`src/core/mprc_pkg.sv`:
```
/*
 * Constants for the port, reset and clock unit of a small 8-bit controller.
 * Assumes a single 200 MHz system clock standing in for the oscillator.
 */
`default_nettype none
package mprc_pkg;
	// ---------------------------------------------------------------
	// Port shapes
	// ---------------------------------------------------------------
	localparam int unsigned PORT_ONE_W   = 8;
	localparam int unsigned PORT_THREE_W = 8;
	localparam logic [7:0]  PORT_RESET   = 8'hff;
	localparam logic [7:0]  P1_PULLUP_MSK = 8'hfc;
	localparam logic [7:0]  P3_PIN_MSK   = 8'hbf;
	localparam int unsigned CMP_POS_BIT  = 0;
	localparam int unsigned CMP_NEG_BIT  = 1;
	localparam int unsigned CMP_OUT_BIT  = 6;
	localparam int unsigned RX_BIT       = 0;
	localparam int unsigned TX_BIT       = 1;
	localparam int unsigned IRQ0_BIT     = 2;
	localparam int unsigned IRQ1_BIT     = 3;
	localparam int unsigned TMR0_BIT     = 4;
	localparam int unsigned TMR1_BIT     = 5;
	// ---------------------------------------------------------------
	// Clocking
	// ---------------------------------------------------------------
	localparam int unsigned OSC_PER_MC   = 12;
	localparam int unsigned PH_PER_MC    = OSC_PER_MC / 2;
	localparam int unsigned RST_MC       = 2;
	localparam logic [3:0]  PH_LAST      = 4'(PH_PER_MC - 1);
	localparam logic [1:0]  RST_MC_LAST  = 2'(RST_MC - 1);

	typedef enum logic [2:0] {
		ST_RUN  = 3'b001,
		ST_IDLE = 3'b010,
		ST_PDN  = 3'b100
	} mprc_mode_t;
endpackage
`default_nettype wire

```
`src/core/mprc_unit.sv`:
```
/*
 * Pin logic: two quasi-bidirectional ports, reset pin qualification,
 * oscillator divide-by-two and divide-by-twelve, idle and power-down.
 * Assumes the core writes latches on sys_clk and that pins are resolved
 * outside from the output enables (pins pulled high when not driven).
 */
`timescale 1ns/1ps
`default_nettype none

module mprc_unit (
	// Clock and reset
	input  wire logic       sys_clk,
	input  wire logic       rstn,
	input  wire logic       rst_pin,
	// Latch access from the core
	input  wire logic       p1_wr,
	input  wire logic [7:0] p1_wdata,
	input  wire logic       p3_wr,
	input  wire logic [7:0] p3_wdata,
	input  wire logic       tx_out,
	input  wire logic       cmp_result,
	// Mode requests
	input  wire logic       idle_req,
	input  wire logic       pdn_req,
	input  wire logic       irq_wake,
	input  wire logic       prog_mode,
	input  wire logic [7:0] prog_data_out,
	input  wire logic       prog_data_oe,
	// Pins
	input  wire logic [7:0] p1_in,
	output logic      [7:0] p1_out,
	output logic      [7:0] p1_oe,
	input  wire logic [7:0] p3_in,
	output logic      [7:0] p3_out,
	output logic      [7:0] p3_oe,
	// Reads and alternate functions
	output logic      [7:0] p1_rdata,
	output logic      [7:0] p3_rdata,
	output logic            cmp_in_pos,
	output logic            cmp_in_neg,
	output logic            serial_rx_in,
	output logic            ext_irq_zero,
	output logic            ext_irq_one,
	output logic            timer_zero_count_in,
	output logic            timer_one_count_in,
	output logic [7:0]      prog_data_in,
	output logic [5:0]      prog_ctrl_in,
	// Clocking and state
	output logic            half_clk_en,
	output logic            mc_en,
	output logic            cpu_run,
	output logic            periph_run,
	output logic            dev_reset
);
	// ---------------------------------------------------------------
	// Pin synchronisers
	// ---------------------------------------------------------------
	logic [7:0] p1_s1_q, p1_s2_q, p3_s1_q, p3_s2_q;
	logic       rp_s1_q, rp_s2_q;
	always_ff @(posedge sys_clk) begin
		p1_s1_q <= p1_in;
		p1_s2_q <= p1_s1_q;
		p3_s1_q <= p3_in;
		p3_s2_q <= p3_s1_q;
		rp_s1_q <= rst_pin;
		rp_s2_q <= rp_s1_q;
	end

	// ---------------------------------------------------------------
	// Clock division
	// ---------------------------------------------------------------
	logic       div2_q;
	logic [3:0] ph_q;
	mprc_pkg::mprc_mode_t mode_q;
	logic osc_on;
	assign osc_on = (mode_q != mprc_pkg::ST_PDN);
	// Enable pulses only; no derived clock, so duty cycle never matters
	always_ff @(posedge sys_clk) begin
		if (!rstn) begin
			div2_q <= 1'b0;
			ph_q   <= 4'h0;
		end else if (osc_on) begin
			div2_q <= ~div2_q;
			if (div2_q)
				ph_q <= (ph_q == mprc_pkg::PH_LAST) ? 4'h0 : ph_q + 4'h1;
		end
	end
	always_ff @(posedge sys_clk) begin
		if (!rstn) begin
			half_clk_en <= 1'b0;
			mc_en       <= 1'b0;
		end else begin
			half_clk_en <= osc_on & div2_q;
			mc_en       <= osc_on & div2_q & (ph_q == mprc_pkg::PH_LAST);
		end
	end

	// ---------------------------------------------------------------
	// Reset pin qualification
	// ---------------------------------------------------------------
	logic [1:0] rmc_q;
	logic       full_rst;
	logic       mc_tick;
	assign mc_tick  = osc_on & div2_q & (ph_q == mprc_pkg::PH_LAST);
	assign full_rst = rp_s2_q & mc_tick & (rmc_q == mprc_pkg::RST_MC_LAST);
	// Counts only with the oscillator running; power-down still escapes
	// because the pin wakes the oscillator first
	always_ff @(posedge sys_clk) begin
		if (!rstn || !rp_s2_q)
			rmc_q <= 2'h0;
		else if (mc_tick && rmc_q != mprc_pkg::RST_MC_LAST)
			rmc_q <= rmc_q + 2'h1;
	end
	always_ff @(posedge sys_clk) begin
		if (!rstn)
			dev_reset <= 1'b1;
		else
			dev_reset <= full_rst | (dev_reset & rp_s2_q);
	end

	// ---------------------------------------------------------------
	// Modes
	// ---------------------------------------------------------------
	always_ff @(posedge sys_clk) begin
		if (!rstn || full_rst) begin
			mode_q <= mprc_pkg::ST_RUN;
		end else begin
			unique case (mode_q)
				mprc_pkg::ST_RUN: begin
					if (pdn_req)
						mode_q <= mprc_pkg::ST_PDN;
					else if (idle_req)
						mode_q <= mprc_pkg::ST_IDLE;
				end
				mprc_pkg::ST_IDLE: begin
					if (irq_wake)
						mode_q <= mprc_pkg::ST_RUN;
				end
				mprc_pkg::ST_PDN: begin
					if (rp_s2_q)
						mode_q <= mprc_pkg::ST_RUN;
				end
				default: mode_q <= mprc_pkg::ST_RUN;
			endcase
		end
	end
	always_ff @(posedge sys_clk) begin
		if (!rstn) begin
			cpu_run    <= 1'b0;
			periph_run <= 1'b0;
		end else begin
			cpu_run    <= (mode_q == mprc_pkg::ST_RUN) & ~dev_reset;
			periph_run <= (mode_q != mprc_pkg::ST_PDN) & ~dev_reset;
		end
	end

	// ---------------------------------------------------------------
	// Port latches; static, held without any clock enable
	// ---------------------------------------------------------------
	// All eight port one bits sink alike; pullups on bits 0 and 1 are off chip
	logic [7:0] p1_lat_q, p3_lat_q;
	always_ff @(posedge sys_clk) begin
		if (!rstn || rp_s2_q) begin
			p1_lat_q <= mprc_pkg::PORT_RESET;
			p3_lat_q <= mprc_pkg::PORT_RESET;
		end else if (!prog_mode) begin
			if (p1_wr)
				p1_lat_q <= p1_wdata;
			if (p3_wr)
				p3_lat_q <= p3_wdata | ~mprc_pkg::P3_PIN_MSK;
		end
	end

	// ---------------------------------------------------------------
	// Pin drivers: quasi-bidirectional, drive low only on a zero; programming output drives port one both ways
	// ---------------------------------------------------------------
	logic [7:0] p3_eff;
	always_comb begin
		p3_eff = p3_lat_q;
		p3_eff[mprc_pkg::TX_BIT] = p3_lat_q[mprc_pkg::TX_BIT] & tx_out;
	end
	always_ff @(posedge sys_clk) begin
		if (!rstn) begin
			p1_out <= 8'h00;
			p1_oe  <= 8'h00;
			p3_out <= 8'h00;
			p3_oe  <= 8'h00;
		end else begin
			if (prog_mode && prog_data_oe && !rp_s2_q) begin
				p1_out <= prog_data_out;
				p1_oe  <= 8'hff;
			end else begin
				p1_out <= 8'h00;
				p1_oe  <= rp_s2_q ? 8'h00 : ~p1_lat_q;
			end
			p3_out <= 8'h00;
			p3_oe  <= rp_s2_q ? 8'h00 : (~p3_eff & mprc_pkg::P3_PIN_MSK);
		end
	end

	// ---------------------------------------------------------------
	// Read paths and alternate inputs
	// ---------------------------------------------------------------
	always_ff @(posedge sys_clk) begin
		if (!rstn) begin
			p1_rdata            <= mprc_pkg::PORT_RESET;
			p3_rdata            <= mprc_pkg::PORT_RESET;
			cmp_in_pos          <= 1'b1;
			cmp_in_neg          <= 1'b1;
			serial_rx_in        <= 1'b1;
			ext_irq_zero        <= 1'b1;
			ext_irq_one         <= 1'b1;
			timer_zero_count_in <= 1'b1;
			timer_one_count_in  <= 1'b1;
			prog_data_in        <= 8'h00;
			prog_ctrl_in        <= 6'h00;
		end else begin
			// Zero latch pulls the pin low, so a read then shows zero
			p1_rdata <= p1_s2_q & p1_lat_q;
			p3_rdata <= (p3_s2_q & p3_eff & mprc_pkg::P3_PIN_MSK)
				| ({7'h00, cmp_result} << mprc_pkg::CMP_OUT_BIT);
			cmp_in_pos          <= p1_s2_q[mprc_pkg::CMP_POS_BIT];
			cmp_in_neg          <= p1_s2_q[mprc_pkg::CMP_NEG_BIT];
			serial_rx_in        <= p3_s2_q[mprc_pkg::RX_BIT];
			ext_irq_zero        <= p3_s2_q[mprc_pkg::IRQ0_BIT];
			ext_irq_one         <= p3_s2_q[mprc_pkg::IRQ1_BIT];
			timer_zero_count_in <= p3_s2_q[mprc_pkg::TMR0_BIT];
			timer_one_count_in  <= p3_s2_q[mprc_pkg::TMR1_BIT];
			prog_data_in        <= prog_mode ? p1_s2_q : 8'h00;
			prog_ctrl_in        <= prog_mode ? p3_s2_q[5:0] : 6'h00;
		end
	end

	// ---------------------------------------------------------------
	// Checks
	// ---------------------------------------------------------------
	a_pins_release_rst: assert property (@(posedge sys_clk) disable iff (!rstn)
		rp_s2_q |=> (p1_oe == 8'h00) && (p3_oe == 8'h00))
		else $error("pins driven while reset pin high");
	a_mc_spacing: assert property (@(posedge sys_clk) disable iff (!rstn)
		mc_en |=> !mc_en [*8])
		else $error("machine cycle too short");
	a_half_alt: assert property (@(posedge sys_clk) disable iff (!rstn)
		half_clk_en && osc_on |=> !half_clk_en)
		else $error("half clock enable not divided");
	a_reset_qual: assert property (@(posedge sys_clk) disable iff (!rstn)
		$rose(dev_reset) |-> $past(rp_s2_q) && ($past(rmc_q) == mprc_pkg::RST_MC_LAST))
		else $error("full reset without two machine cycles");
	a_p6_input: assert property (@(posedge sys_clk) disable iff (!rstn)
		!p3_oe[mprc_pkg::CMP_OUT_BIT])
		else $error("comparator bit driven");
	a_p1_release: assert property (@(posedge sys_clk) disable iff (!rstn)
		p1_lat_q[2] && !prog_mode |=> !p1_oe[2])
		else $error("released bit still driven");
	a_idle_cpu: assert property (@(posedge sys_clk) disable iff (!rstn)
		mode_q == mprc_pkg::ST_IDLE |=> !cpu_run)
		else $error("cpu runs in idle");
	a_pdn_stop: assert property (@(posedge sys_clk) disable iff (!rstn)
		mode_q == mprc_pkg::ST_PDN && !rp_s2_q |=> !half_clk_en && !periph_run)
		else $error("activity in power-down");
	c_full_reset: cover property (@(posedge sys_clk) $rose(dev_reset));
	c_idle_wake: cover property (@(posedge sys_clk) mode_q == mprc_pkg::ST_IDLE ##1 mode_q == mprc_pkg::ST_RUN);
	c_pdn: cover property (@(posedge sys_clk) mode_q == mprc_pkg::ST_PDN);
endmodule

`default_nettype wire

```
`config.mk`:
```
export PLATFORM = sky130hd
export DESIGN_NAME = mprc_unit
export DESIGN_NICKNAME = d
export VERILOG_FILES = /design/src/core/mprc_pkg.sv /design/src/core/mprc_unit.sv
export SDC_FILE = /design/constraint.sdc
export NUM_CORES = 1
export LEC_CHECK = 0
export ABC_AREA = 1
export BUFFER_PORTS_ARGS = -buffer_cell sky130_fd_sc_hd__buf_2
export CAP_MARGIN = 20
export CORE_MARGIN = 5
export CORE_UTILIZATION = 40
export DETAILED_ROUTE_END_ITERATION = 6
export PLACE_DENSITY = 0.62
export RECOVER_POWER = 100
export SYNTH_ARGS = -nofsm -noshare
export SYNTH_HDL_FRONTEND = slang
export SYNTH_SLANG_ARGS = --single-unit
```
`constraint.sdc`:
```
create_clock -name sys_clk -period 2.6 [get_ports sys_clk]
set_input_delay 0.13 -clock sys_clk [delete_from_list [all_inputs] [get_ports sys_clk]]
set_output_delay 0.13 -clock sys_clk [all_outputs]
set_load 0.1 [all_outputs]
```
==> report_table.html, run 1 <==
<table>
<tr><th>Metric</th><th>Value</th></tr>
<tr><th colspan="2">Worst setup path</th></tr>
<tr><td>CP Class</td><td>register to register</td></tr>
<tr><td>Slowest stage cell on the critical path</td><td>sky130_fd_sc_hd__dlygate4sd3_1</td></tr>
<tr><td>CP max FO</td><td>4</td></tr>
<tr><td>Element type at the critical path start</td><td>register</td></tr>
<tr><td>Most prevalent standard cell on the critical path</td><td>sky130_fd_sc_hd__dlygate4sd3_1</td></tr>
<tr><td>Longest individual stage delay on the worst path</td><td>580 ps</td></tr>
<tr><td>Cell chain of the critical path</td><td>inv_1 &gt; nand3_1 &gt; nand4_1 &gt; dlygate4sd3_1 &gt; a21oi_1 &gt; dlygate4sd3_1</td></tr>
<tr><td>Largest delay share family, worst path</td><td>buffers and inverters</td></tr>
<tr><td>Data arrival time of the worst path</td><td>2560 ps</td></tr>
<tr><td>Required time reported for the critical path endpoint</td><td>3040 ps</td></tr>
<tr><td>Type of element capturing the critical path</td><td>register</td></tr>
<tr><td>Buffers plus inverters on the worst setup path</td><td>3</td></tr>
<tr><th colspan="2">Clock network</th></tr>
<tr><td>Buffers from clock root to sink, at most</td><td>2</td></tr>
<tr><td>Sinks on the clock net</td><td>122</td></tr>
<tr><td>Number of CTS-inserted buffers</td><td>17</td></tr>
<tr><td>Clock transition at the registers of the reported paths</td><td>60 ps</td></tr>
<tr><td>TritonCTS clock tree</td><td>built</td></tr>
<tr><td>Number of H-tree branching levels</td><td>4</td></tr>
<tr><td>Number of buffers added for setup after CTS</td><td>0</td></tr>
<tr><td>Clock root buffer master</td><td>sky130_fd_sc_hd__clkbuf_8</td></tr>
<tr><td>Clock insertion delay at the later pin of the skew report</td><td>490 ps</td></tr>
<tr><th colspan="2">Synth</th></tr>
<tr><td>Ys flop type</td><td>sky130_fd_sc_hd__dfxtp_1</td></tr>
<tr><td>#FFs+latches synth</td><td>122</td></tr>
<tr><td>Share of the synthesized area in the top cell type</td><td>67.8%</td></tr>
<tr><td>Async S/R FF share, synth</td><td>0%</td></tr>
<tr><td>Cell type with the largest total area after synthesis</td><td>sky130_fd_sc_hd__dfxtp_1</td></tr>
<tr><td>Top area cells in the synthesized netlist</td><td>sky130_fd_sc_hd__dfxtp_1 (68%), sky130_fd_sc_hd__inv_1 (5.5%), sky130_fd_sc_hd__nand2_1 (4.7%)</td></tr>
<tr><td>Synth Warn #</td><td>0</td></tr>
<tr><td>Netlist Area Pre-Place</td><td>3600 um^2</td></tr>
<tr><td>Share of the yosys chip area belonging to registers</td><td>67.8%</td></tr>
<tr><td>Synthesized instance count</td><td>352</td></tr>
<tr><td>Number of distinct standard cells referenced by the synthesized netlist</td><td>33</td></tr>
<tr><td>Synth Area per Inst</td><td>10.2 um^2</td></tr>
<tr><td>Post-synth EDFFs</td><td>0</td></tr>
<tr><th colspan="2">Power and ir drop</th></tr>
<tr><td>P_leak</td><td>0.00232 uW</td></tr>
<tr><td>Part of the power in combinational logic</td><td>13.4%</td></tr>
<tr><td>Total net switching power</td><td>1390 uW</td></tr>
<tr><td>Cell-internal power</td><td>3260 uW</td></tr>
<tr><td>Switching share of power</td><td>29.9%</td></tr>
<tr><td>Portion of total power attributed to sequential cells</td><td>42.7%</td></tr>
<tr><td>Worst VDD drop</td><td>0.602 mV</td></tr>
<tr><td>Part of the total power dissipated in the clock network</td><td>43.9%</td></tr>
<tr><td>Power per standard cell area</td><td>910 nW/um^2</td></tr>
<tr><th colspan="2">Die</th></tr>
<tr><td>Starting density of the core</td><td>41.1%</td></tr>
<tr><td>Std-Cell Rows</td><td>34</td></tr>
<tr><td>I/O pin count</td><td>126</td></tr>
<tr><td>Width of the chip</td><td>105 um</td></tr>
<tr><td>Placeable Area</td><td>8760 um^2</td></tr>
<tr><td>Die area</td><td>11000 um^2</td></tr>
<tr><td>Die height</td><td>105 um</td></tr>
<tr><th colspan="2">Timing</th></tr>
<tr><td>Number of setup violations in the final report</td><td>0</td></tr>
<tr><td>Minimum period implied by the final worst setup slack</td><td>2130 ps</td></tr>
<tr><td>Highest Clock Rate</td><td>470 MHz</td></tr>
<tr><td>Setup repair after global routing missed its margin</td><td>no</td></tr>
<tr><td>Max-Slew Margin vs Limit</td><td>17.3%</td></tr>
<tr><td>Slew at the pin with the worst max-slew slack</td><td>1250 ps</td></tr>
<tr><td>Final count of hold timing violations</td><td>0</td></tr>
<tr><td>Max-slew violations</td><td>0</td></tr>
<tr><td>Post-Route Hold Slack</td><td>241 ps</td></tr>
<tr><td>Final cycle utilization of the critical path</td><td>81.8%</td></tr>
<tr><td>Post-route clock skew</td><td>8.62 ps</td></tr>
<tr><td>Setup TNS Final</td><td>0 ps</td></tr>
<tr><th colspan="2">Detailed routing</th></tr>
<tr><td>Count of nets left with antenna violations after detail routing</td><td>0</td></tr>
<tr><td>Post-route DRC violation count</td><td>0</td></tr>
<tr><td>Total wire length</td><td>8440 um</td></tr>
<tr><td>Via density per instance</td><td>4.34</td></tr>
<tr><td>Detailed-router iteration count before antenna repair</td><td>4</td></tr>
<tr><td>Routed wire length per instance</td><td>13.1 um</td></tr>
<tr><td>Initial detailed-routing violation count</td><td>60</td></tr>
<tr><td>Total vias in the final route</td><td>2805</td></tr>
<tr><th colspan="2">Status</th></tr>
<tr><td>Outcome</td><td>finished clean</td></tr>
<tr><th colspan="2">Global routing</th></tr>
<tr><td>Global-route wire length before repair</td><td>14100 um</td></tr>
<tr><td>Number of antenna violations at the first check in global routing</td><td>0</td></tr>
<tr><td>Number of global-route vias before repair</td><td>2962</td></tr>
<tr><td>All-Layer GR Usage</td><td>16.0%</td></tr>
<tr><td>Remaining global-route overflow</td><td>0</td></tr>
<tr><td>Largest net degree at the start of global routing</td><td>28</td></tr>
<tr><th colspan="2">Layout</th></tr>
<tr><td>Commonest non-fill, non-tap cells in the layout</td><td>sky130_fd_sc_hd__dfxtp_1 (122), sky130_fd_sc_hd__clkbuf_1 (66), sky130_fd_sc_hd__inv_1 (54)</td></tr>
<tr><td>Leading cell type in the layout, fill and taps excluded</td><td>sky130_fd_sc_hd__dfxtp_1</td></tr>
<tr><td>Count of antenna diodes in the layout</td><td>0</td></tr>
<tr><td>Area delta synth-&gt;final</td><td>42.0%</td></tr>
<tr><td>Share of layout cells above drive strength 1</td><td>17.5%</td></tr>
<tr><td>Number of nets in the final layout</td><td>578</td></tr>
<tr><th colspan="2">Placement</th></tr>
<tr><td>Number of port buffers</td><td>114</td></tr>
<tr><td>RePlAce Congestion</td><td>0.729</td></tr>
<tr><td>Final HPWL DP</td><td>5330 um</td></tr>
<tr><th colspan="2">Job</th></tr>
<tr><td>Max-capacitance violation count</td><td>0</td></tr>
<tr><th colspan="2">Hold path</th></tr>
<tr><td>Path type of the worst min-delay path</td><td>primary input to register</td></tr>
</table>
[kinds of logic (layout without fill, tap and decap cells)]
family / count (synthesis) / count (layout) / share of synthesized area (%)
simple gates: 108 / 108 / 14.2
compound gates: 46 / 46 / 7.96
xor+xnor: 1 / 1 / 0.243
other cells: 1 / 9 / 0.104
fa+ha+maj: 1 / 1 / 0.347
buf+inv: 73 / 251 / 9.31
flops: 122 / 122 / 67.8
[per-stage QoR]
| step | cells | util [%] | power [uW] | setup WS [ps] | instance area (um^2) |
|---|---|---|---|---|---|
| floorplan | 360 | - | 2520 | 1240 | 3630 |
| global placement | 565 | 48.1 | 2610 | 1290 | 4220 |
| detailed placement | 565 | 48.1 | 2620 | 1230 | 4220 |
| CTS | 646 | 59.8 | 4730 | 515 | 5240 |
| global route | 646 | 58.4 | 4850 | 338 | 5110 |
| finish | 646 | 58.4 | 4660 | 472 | 5110 |
[layer usage]
| metal | GRT usage [%] | vias to the layer above | share of wire [%] |
|---|---|---|---|
| met4 | 5.57 | 0 | 1.6 |
| met3 | 6.97 | 14 | 7.3 |
| met2 | 26.8 | 92 | 48 |
| met1 | 18.1 | 1270 | 43 |
| li1 | - | 1429 | - |
| met5 | 0 | - | 0 |
[final cells by class]
| class | count | area [um^2] |
|---|---|---|
| Clock buffer | 17 | 414 |
| Sequential cell | 122 | 2440 |
| Timing Repair Buffer | 164 | 986 |
| Inverter | 55 | 208 |
| Tap cell | 108 | 135 |
| Fill cell | 801 | 3650 |
| Clock inverter | 15 | 116 |
| Multi-Input combinational cell | 165 | 813 |
[power groups by stage]
stage / registers [uW] / logic (uW) / clock network (uW)
after detailed placement: 2030 / 585 / 0
after global placement: 2030 / 581 / 0
after floorplan: 2340 / 173 / 0
after CTS: 1990 / 643 / 2090
after global routing: 2000 / 658 / 2200
final: 1990 / 624 / 2040
[registers in the layout, indices dropped and copies added (netlist names), 2 cells and up]
name / flops
prog_data_in: 8
p1_out: 8
p3_oe: 7
p3_rdata: 8
p1_rdata: 8
p1_s1_q: 8
p1_oe: 8
mode_q: 3
ph_q: 4
p1_s2_q: 8
p3_lat_q: 7
prog_ctrl_in: 6
p3_s2_q: 7
p3_s1_q: 7
rmc_q: 2
p1_lat_q: 8
[repair_timing]
action / CTS / global route
gates resized for setup: 0 / 0
hold endpoints to repair: 50 / 0
hold buffers: 49 / 0
endpoints found under the setup margin: 0 / 0
[final timing paths]
kind / endpoint / slack [ps] / start / depth (start not counted)
setup / recovery: mode_q[1] / 470 / rp_s2_q / 6
hold / removal: p3_lat_q[2] / 240 / p3_wr / 5
setup reg to reg: mode_q[1] / 470 / rp_s2_q / 6
hold reg to reg: p1_s2_q[2] / 330 / p1_s1_q[2] / 0
[cells in the mapped netlist, drive strengths merged, types with 2 or more instances]
cell type  count
nor2          39
o211ai        13
inv           55
buf           17
or2            2
nand3b         2
nand2         46
nand4          5
dfxtp        122
o21ai         25
nand3         11
a21oi          7
[tightest hold or removal path, cell delays in order]
cell,delay [ps]
sky130_fd_sc_hd__buf_2,90
sky130_fd_sc_hd__nand2_1,90
sky130_fd_sc_hd__inv_1,180
sky130_fd_sc_hd__nand2_1,110
sky130_fd_sc_hd__o211ai_1,70
No activity file was read; power rests on OpenSTA's default activity.
==> run 2, diff against run 1 <==
Settings changed: ABC_AREA 1 to 0, PLACE_DENSITY 0.62 to 0.63.
Clock period 2.6 ns to 2.15 ns, I/O delays scaled along.
==> report_table.html, run 2 <==
<table>
<tr><th>Metric</th><th>Value</th></tr>
<tr><th colspan="2">Worst setup path</th></tr>
<tr><td>Largest delay share family, worst path</td><td>buffers and inverters</td></tr>
<tr><td>CP Class</td><td>register to output port</td></tr>
<tr><td>CP max FO</td><td>1</td></tr>
<tr><td>Element type at the critical path start</td><td>register</td></tr>
<tr><td>Buffers plus inverters on the worst setup path</td><td>1</td></tr>
<tr><td>Cell chain of the critical path</td><td>clkbuf_1</td></tr>
<tr><td>Type of element capturing the critical path</td><td>output port</td></tr>
<tr><td>Worst R2R Start</td><td>rp_s2_q</td></tr>
<tr><td>Data arrival time of the worst path</td><td>1710 ps</td></tr>
<tr><td>Required time reported for the critical path endpoint</td><td>2040 ps</td></tr>
<tr><td>Longest individual stage delay on the worst path</td><td>870 ps</td></tr>
<tr><td>Launch point of the worst path</td><td>p1_oe[0]</td></tr>
<tr><td>Slowest stage cell on the critical path</td><td>sky130_fd_sc_hd__clkbuf_1</td></tr>
<tr><th colspan="2">Global routing</th></tr>
<tr><td>Number of global-route vias before repair</td><td>2896</td></tr>
<tr><td>Number of antenna violations at the first check in global routing</td><td>0</td></tr>
<tr><td>Largest net degree at the start of global routing</td><td>41</td></tr>
<tr><td>All-Layer GR Usage</td><td>15.8%</td></tr>
<tr><td>Remaining global-route overflow</td><td>0</td></tr>
<tr><td>Global-route wire length before repair</td><td>13600 um</td></tr>
<tr><th colspan="2">Clock network</th></tr>
<tr><td>Resized Gates After CTS</td><td>0</td></tr>
<tr><td>Number of H-tree branching levels</td><td>4</td></tr>
<tr><td>TritonCTS clock tree</td><td>built</td></tr>
<tr><td>Sinks on the clock net</td><td>122</td></tr>
<tr><td>Number of buffers added for setup after CTS</td><td>0</td></tr>
<tr><td>Clock insertion delay at the later pin of the skew report</td><td>500 ps</td></tr>
<tr><td>Buffers from clock root to sink, at most</td><td>2</td></tr>
<tr><td>Number of CTS-inserted buffers</td><td>17</td></tr>
<tr><td>Clock transition at the registers of the reported paths</td><td>60 ps</td></tr>
<tr><td>Clock root buffer master</td><td>sky130_fd_sc_hd__clkbuf_8</td></tr>
<tr><th colspan="2">Timing</th></tr>
<tr><td>Max-Slew Margin vs Limit</td><td>19.4%</td></tr>
<tr><td>Max-slew violations</td><td>0</td></tr>
<tr><td>Number of setup violations in the final report</td><td>0</td></tr>
<tr><td>Final count of hold timing violations</td><td>0</td></tr>
<tr><td>Post-route clock skew</td><td>3.97 ps</td></tr>
<tr><td>Minimum period implied by the final worst setup slack</td><td>1810 ps</td></tr>
<tr><td>Final cycle utilization of the critical path</td><td>84.4%</td></tr>
<tr><td>Setup repair after global routing missed its margin</td><td>no</td></tr>
<tr><td>Slew at the pin with the worst max-slew slack</td><td>1210 ps</td></tr>
<tr><td>Setup TNS Final</td><td>0 ps</td></tr>
<tr><td>Highest Clock Rate</td><td>551 MHz</td></tr>
<tr><td>Post-route worst setup slack</td><td>336 ps</td></tr>
<tr><th colspan="2">Synth</th></tr>
<tr><td>Synth cell count leaders</td><td>sky130_fd_sc_hd__dfxtp_1 (122), sky130_fd_sc_hd__nand2_1 (66), sky130_fd_sc_hd__nand3_1 (17)</td></tr>
<tr><td>Netlist Area Pre-Place</td><td>3500 um^2</td></tr>
<tr><td>Async S/R FF share, synth</td><td>0%</td></tr>
<tr><td>Cell type with the largest total area after synthesis</td><td>sky130_fd_sc_hd__dfxtp_1</td></tr>
<tr><td>Synth Area per Inst</td><td>10.8 um^2</td></tr>
<tr><td>Share of the synthesized area in the top cell type</td><td>69.8%</td></tr>
<tr><td>Most used standard cell by instance count after synthesis</td><td>sky130_fd_sc_hd__dfxtp_1</td></tr>
<tr><td>Post-synth EDFFs</td><td>0</td></tr>
<tr><td>Synthesized instance count</td><td>324</td></tr>
<tr><td>Top area cells in the synthesized netlist</td><td>sky130_fd_sc_hd__dfxtp_1 (70%), sky130_fd_sc_hd__nand2_1 (7.1%), sky130_fd_sc_hd__and3_1 (2.7%)</td></tr>
<tr><td>Share of the yosys chip area belonging to registers</td><td>69.8%</td></tr>
<tr><td>Number of distinct standard cells referenced by the synthesized netlist</td><td>34</td></tr>
<tr><td>#FFs+latches synth</td><td>122</td></tr>
<tr><td>Ys flop type</td><td>sky130_fd_sc_hd__dfxtp_1</td></tr>
<tr><td>Synth Warn #</td><td>0</td></tr>
<tr><th colspan="2">Layout</th></tr>
<tr><td>Number of nets in the final layout</td><td>546</td></tr>
<tr><td>Share of layout cells above drive strength 1</td><td>16.8%</td></tr>
<tr><td>Count of antenna diodes in the layout</td><td>0</td></tr>
<tr><td>Layout Cell Area excl Fill</td><td>5010 um^2</td></tr>
<tr><td>Post-route insts no fill</td><td>614</td></tr>
<tr><td>Fill cells</td><td>768</td></tr>
<tr><td>Leading cell type in the layout, fill and taps excluded</td><td>sky130_fd_sc_hd__dfxtp_1</td></tr>
<tr><td>Commonest non-fill, non-tap cells in the layout</td><td>sky130_fd_sc_hd__dfxtp_1 (122), sky130_fd_sc_hd__clkbuf_1 (68), sky130_fd_sc_hd__nand2_1 (66)</td></tr>
<tr><td>Area delta synth-&gt;final</td><td>43.2%</td></tr>
<tr><th colspan="2">Placement</th></tr>
<tr><td>Post-place setup slack</td><td>771 ps</td></tr>
<tr><td>Final HPWL DP</td><td>5320 um</td></tr>
<tr><td>Instance area after placement</td><td>4140 um^2</td></tr>
<tr><td>Number of port buffers</td><td>114</td></tr>
<tr><td>RePlAce Congestion</td><td>0.730</td></tr>
<tr><td>Placed Cells incl. Taps</td><td>537</td></tr>
<tr><th colspan="2">Power and ir drop</th></tr>
<tr><td>Portion of total power attributed to sequential cells</td><td>43.0%</td></tr>
<tr><td>Part of the total power dissipated in the clock network</td><td>44.2%</td></tr>
<tr><td>Switching share of power</td><td>29.6%</td></tr>
<tr><td>Cell-internal power</td><td>3960 uW</td></tr>
<tr><td>P_leak</td><td>0.00220 uW</td></tr>
<tr><td>Worst VDD drop</td><td>0.699 mV</td></tr>
<tr><td>Power per standard cell area</td><td>1120 nW/um^2</td></tr>
<tr><td>Total net switching power</td><td>1660 uW</td></tr>
<tr><td>Part of the power in combinational logic</td><td>12.9%</td></tr>
<tr><th colspan="2">Job</th></tr>
<tr><td>Max-capacitance violation count</td><td>0</td></tr>
<tr><th colspan="2">Detailed routing</th></tr>
<tr><td>Total vias in the final route</td><td>2699</td></tr>
<tr><td>Via density per instance</td><td>4.40</td></tr>
<tr><td>Routed wire length per instance</td><td>13.2 um</td></tr>
<tr><td>Total wire length</td><td>8080 um</td></tr>
<tr><td>Post-route DRC violation count</td><td>0</td></tr>
<tr><td>Initial detailed-routing violation count</td><td>59</td></tr>
<tr><td>Count of nets left with antenna violations after detail routing</td><td>0</td></tr>
<tr><td>Detailed-router iteration count before antenna repair</td><td>4</td></tr>
<tr><th colspan="2">Die</th></tr>
<tr><td>I/O pin count</td><td>126</td></tr>
<tr><td>Width of the chip</td><td>104 um</td></tr>
<tr><td>Std-Cell Rows</td><td>34</td></tr>
<tr><td>Starting density of the core</td><td>40.5%</td></tr>
<tr><td>Die area</td><td>10700 um^2</td></tr>
<tr><td>Die height</td><td>104 um</td></tr>
<tr><td>Placeable Area</td><td>8640 um^2</td></tr>
<tr><th colspan="2">Status</th></tr>
<tr><td>Outcome</td><td>finished clean</td></tr>
<tr><th colspan="2">Hold path</th></tr>
<tr><td>Path type of the worst min-delay path</td><td>primary input to register</td></tr>
<tr><td>Worst hold path startpoint</td><td>irq_wake</td></tr>
</table>
## run 2: cell count changes in the layout (fill, tap and decap cells not counted), sizes merged, moves of 13 or more
cell and delta:
nor2 -21, nand2b +14, o21ai -15, nand2 +20, and3 +15, o211ai -13
inv -49
## run 2: final cells by class
type	count	area, um^2	share of cell area, %
clock buffers	18	418	8.34
clock inverters	14	116	2.32
inverters	4	15.0	0.300
multi-input cells	187	936	18.7
flip-flops and latches	122	2440	48.8
well taps	108	135	2.70
repair buffers	161	947	18.9
## run 2: timing repair
item	4_1_cts	5_1_grt
setup endpoints to repair	0	0
hold buffers	45	0
hold endpoints to repair	51	0
## run 2: power by group through the flow
| stage | combinational, uW | sequential, uW | clock, uW |
|---|---|---|---|
| after floorplan | 191 | 2830 | 0 |
| after global placement | 674 | 2460 | 0 |
| after detailed placement | 680 | 2460 | 0 |
| after CTS | 745 | 2410 | 2540 |
| after global routing | 762 | 2430 | 2690 |
| final | 724 | 2410 | 2480 |
## run 2: final timing paths
path                  to  slack (ps)  cells past startpoint
min            mode_q[0]          60                      5
min reg2reg      rp_s2_q         330                      0
max             p1_oe[0]         340                      1
max reg2reg  p3_lat_q[7]         510                      3
## run 2: cells by family after synthesis
kind of cell	count (synthesis)	share of synthesized area, %
AND/OR/NAND/NOR	153	22.1
flip-flops	122	69.8
buffers and inverters	23	3.50
AO/OA/AOI/OAI	21	3.43
XOR/XNOR	3	0.751
adder cells (fa/ha/maj)	1	0.357
other	1	0.107
## run 2: metrics by stage
stage | total power, uW | util (%) | hold slack (ps)
after floorplan | 3020 | - | 135
after global routing | 5880 | 58.0 | 52.0
after global placement | 3130 | 48.0 | 211
final | 5620 | 58.0 | 57.8
after CTS | 5700 | 59.4 | 25.6
after detailed placement | 3140 | 48.0 | 211
## run 2: metal layers
| layer | up-vias | track usage [%] | share of wire [%] |
|---|---|---|---|
| met5 | - | 0 | 0 |
| met4 | 0 | 4.97 | 0.68 |
| met3 | 8 | 8.02 | 7.8 |
| met2 | 87 | 27.0 | 52 |
| met1 | 1228 | 16.8 | 40 |
| li1 | 1376 | - | - |
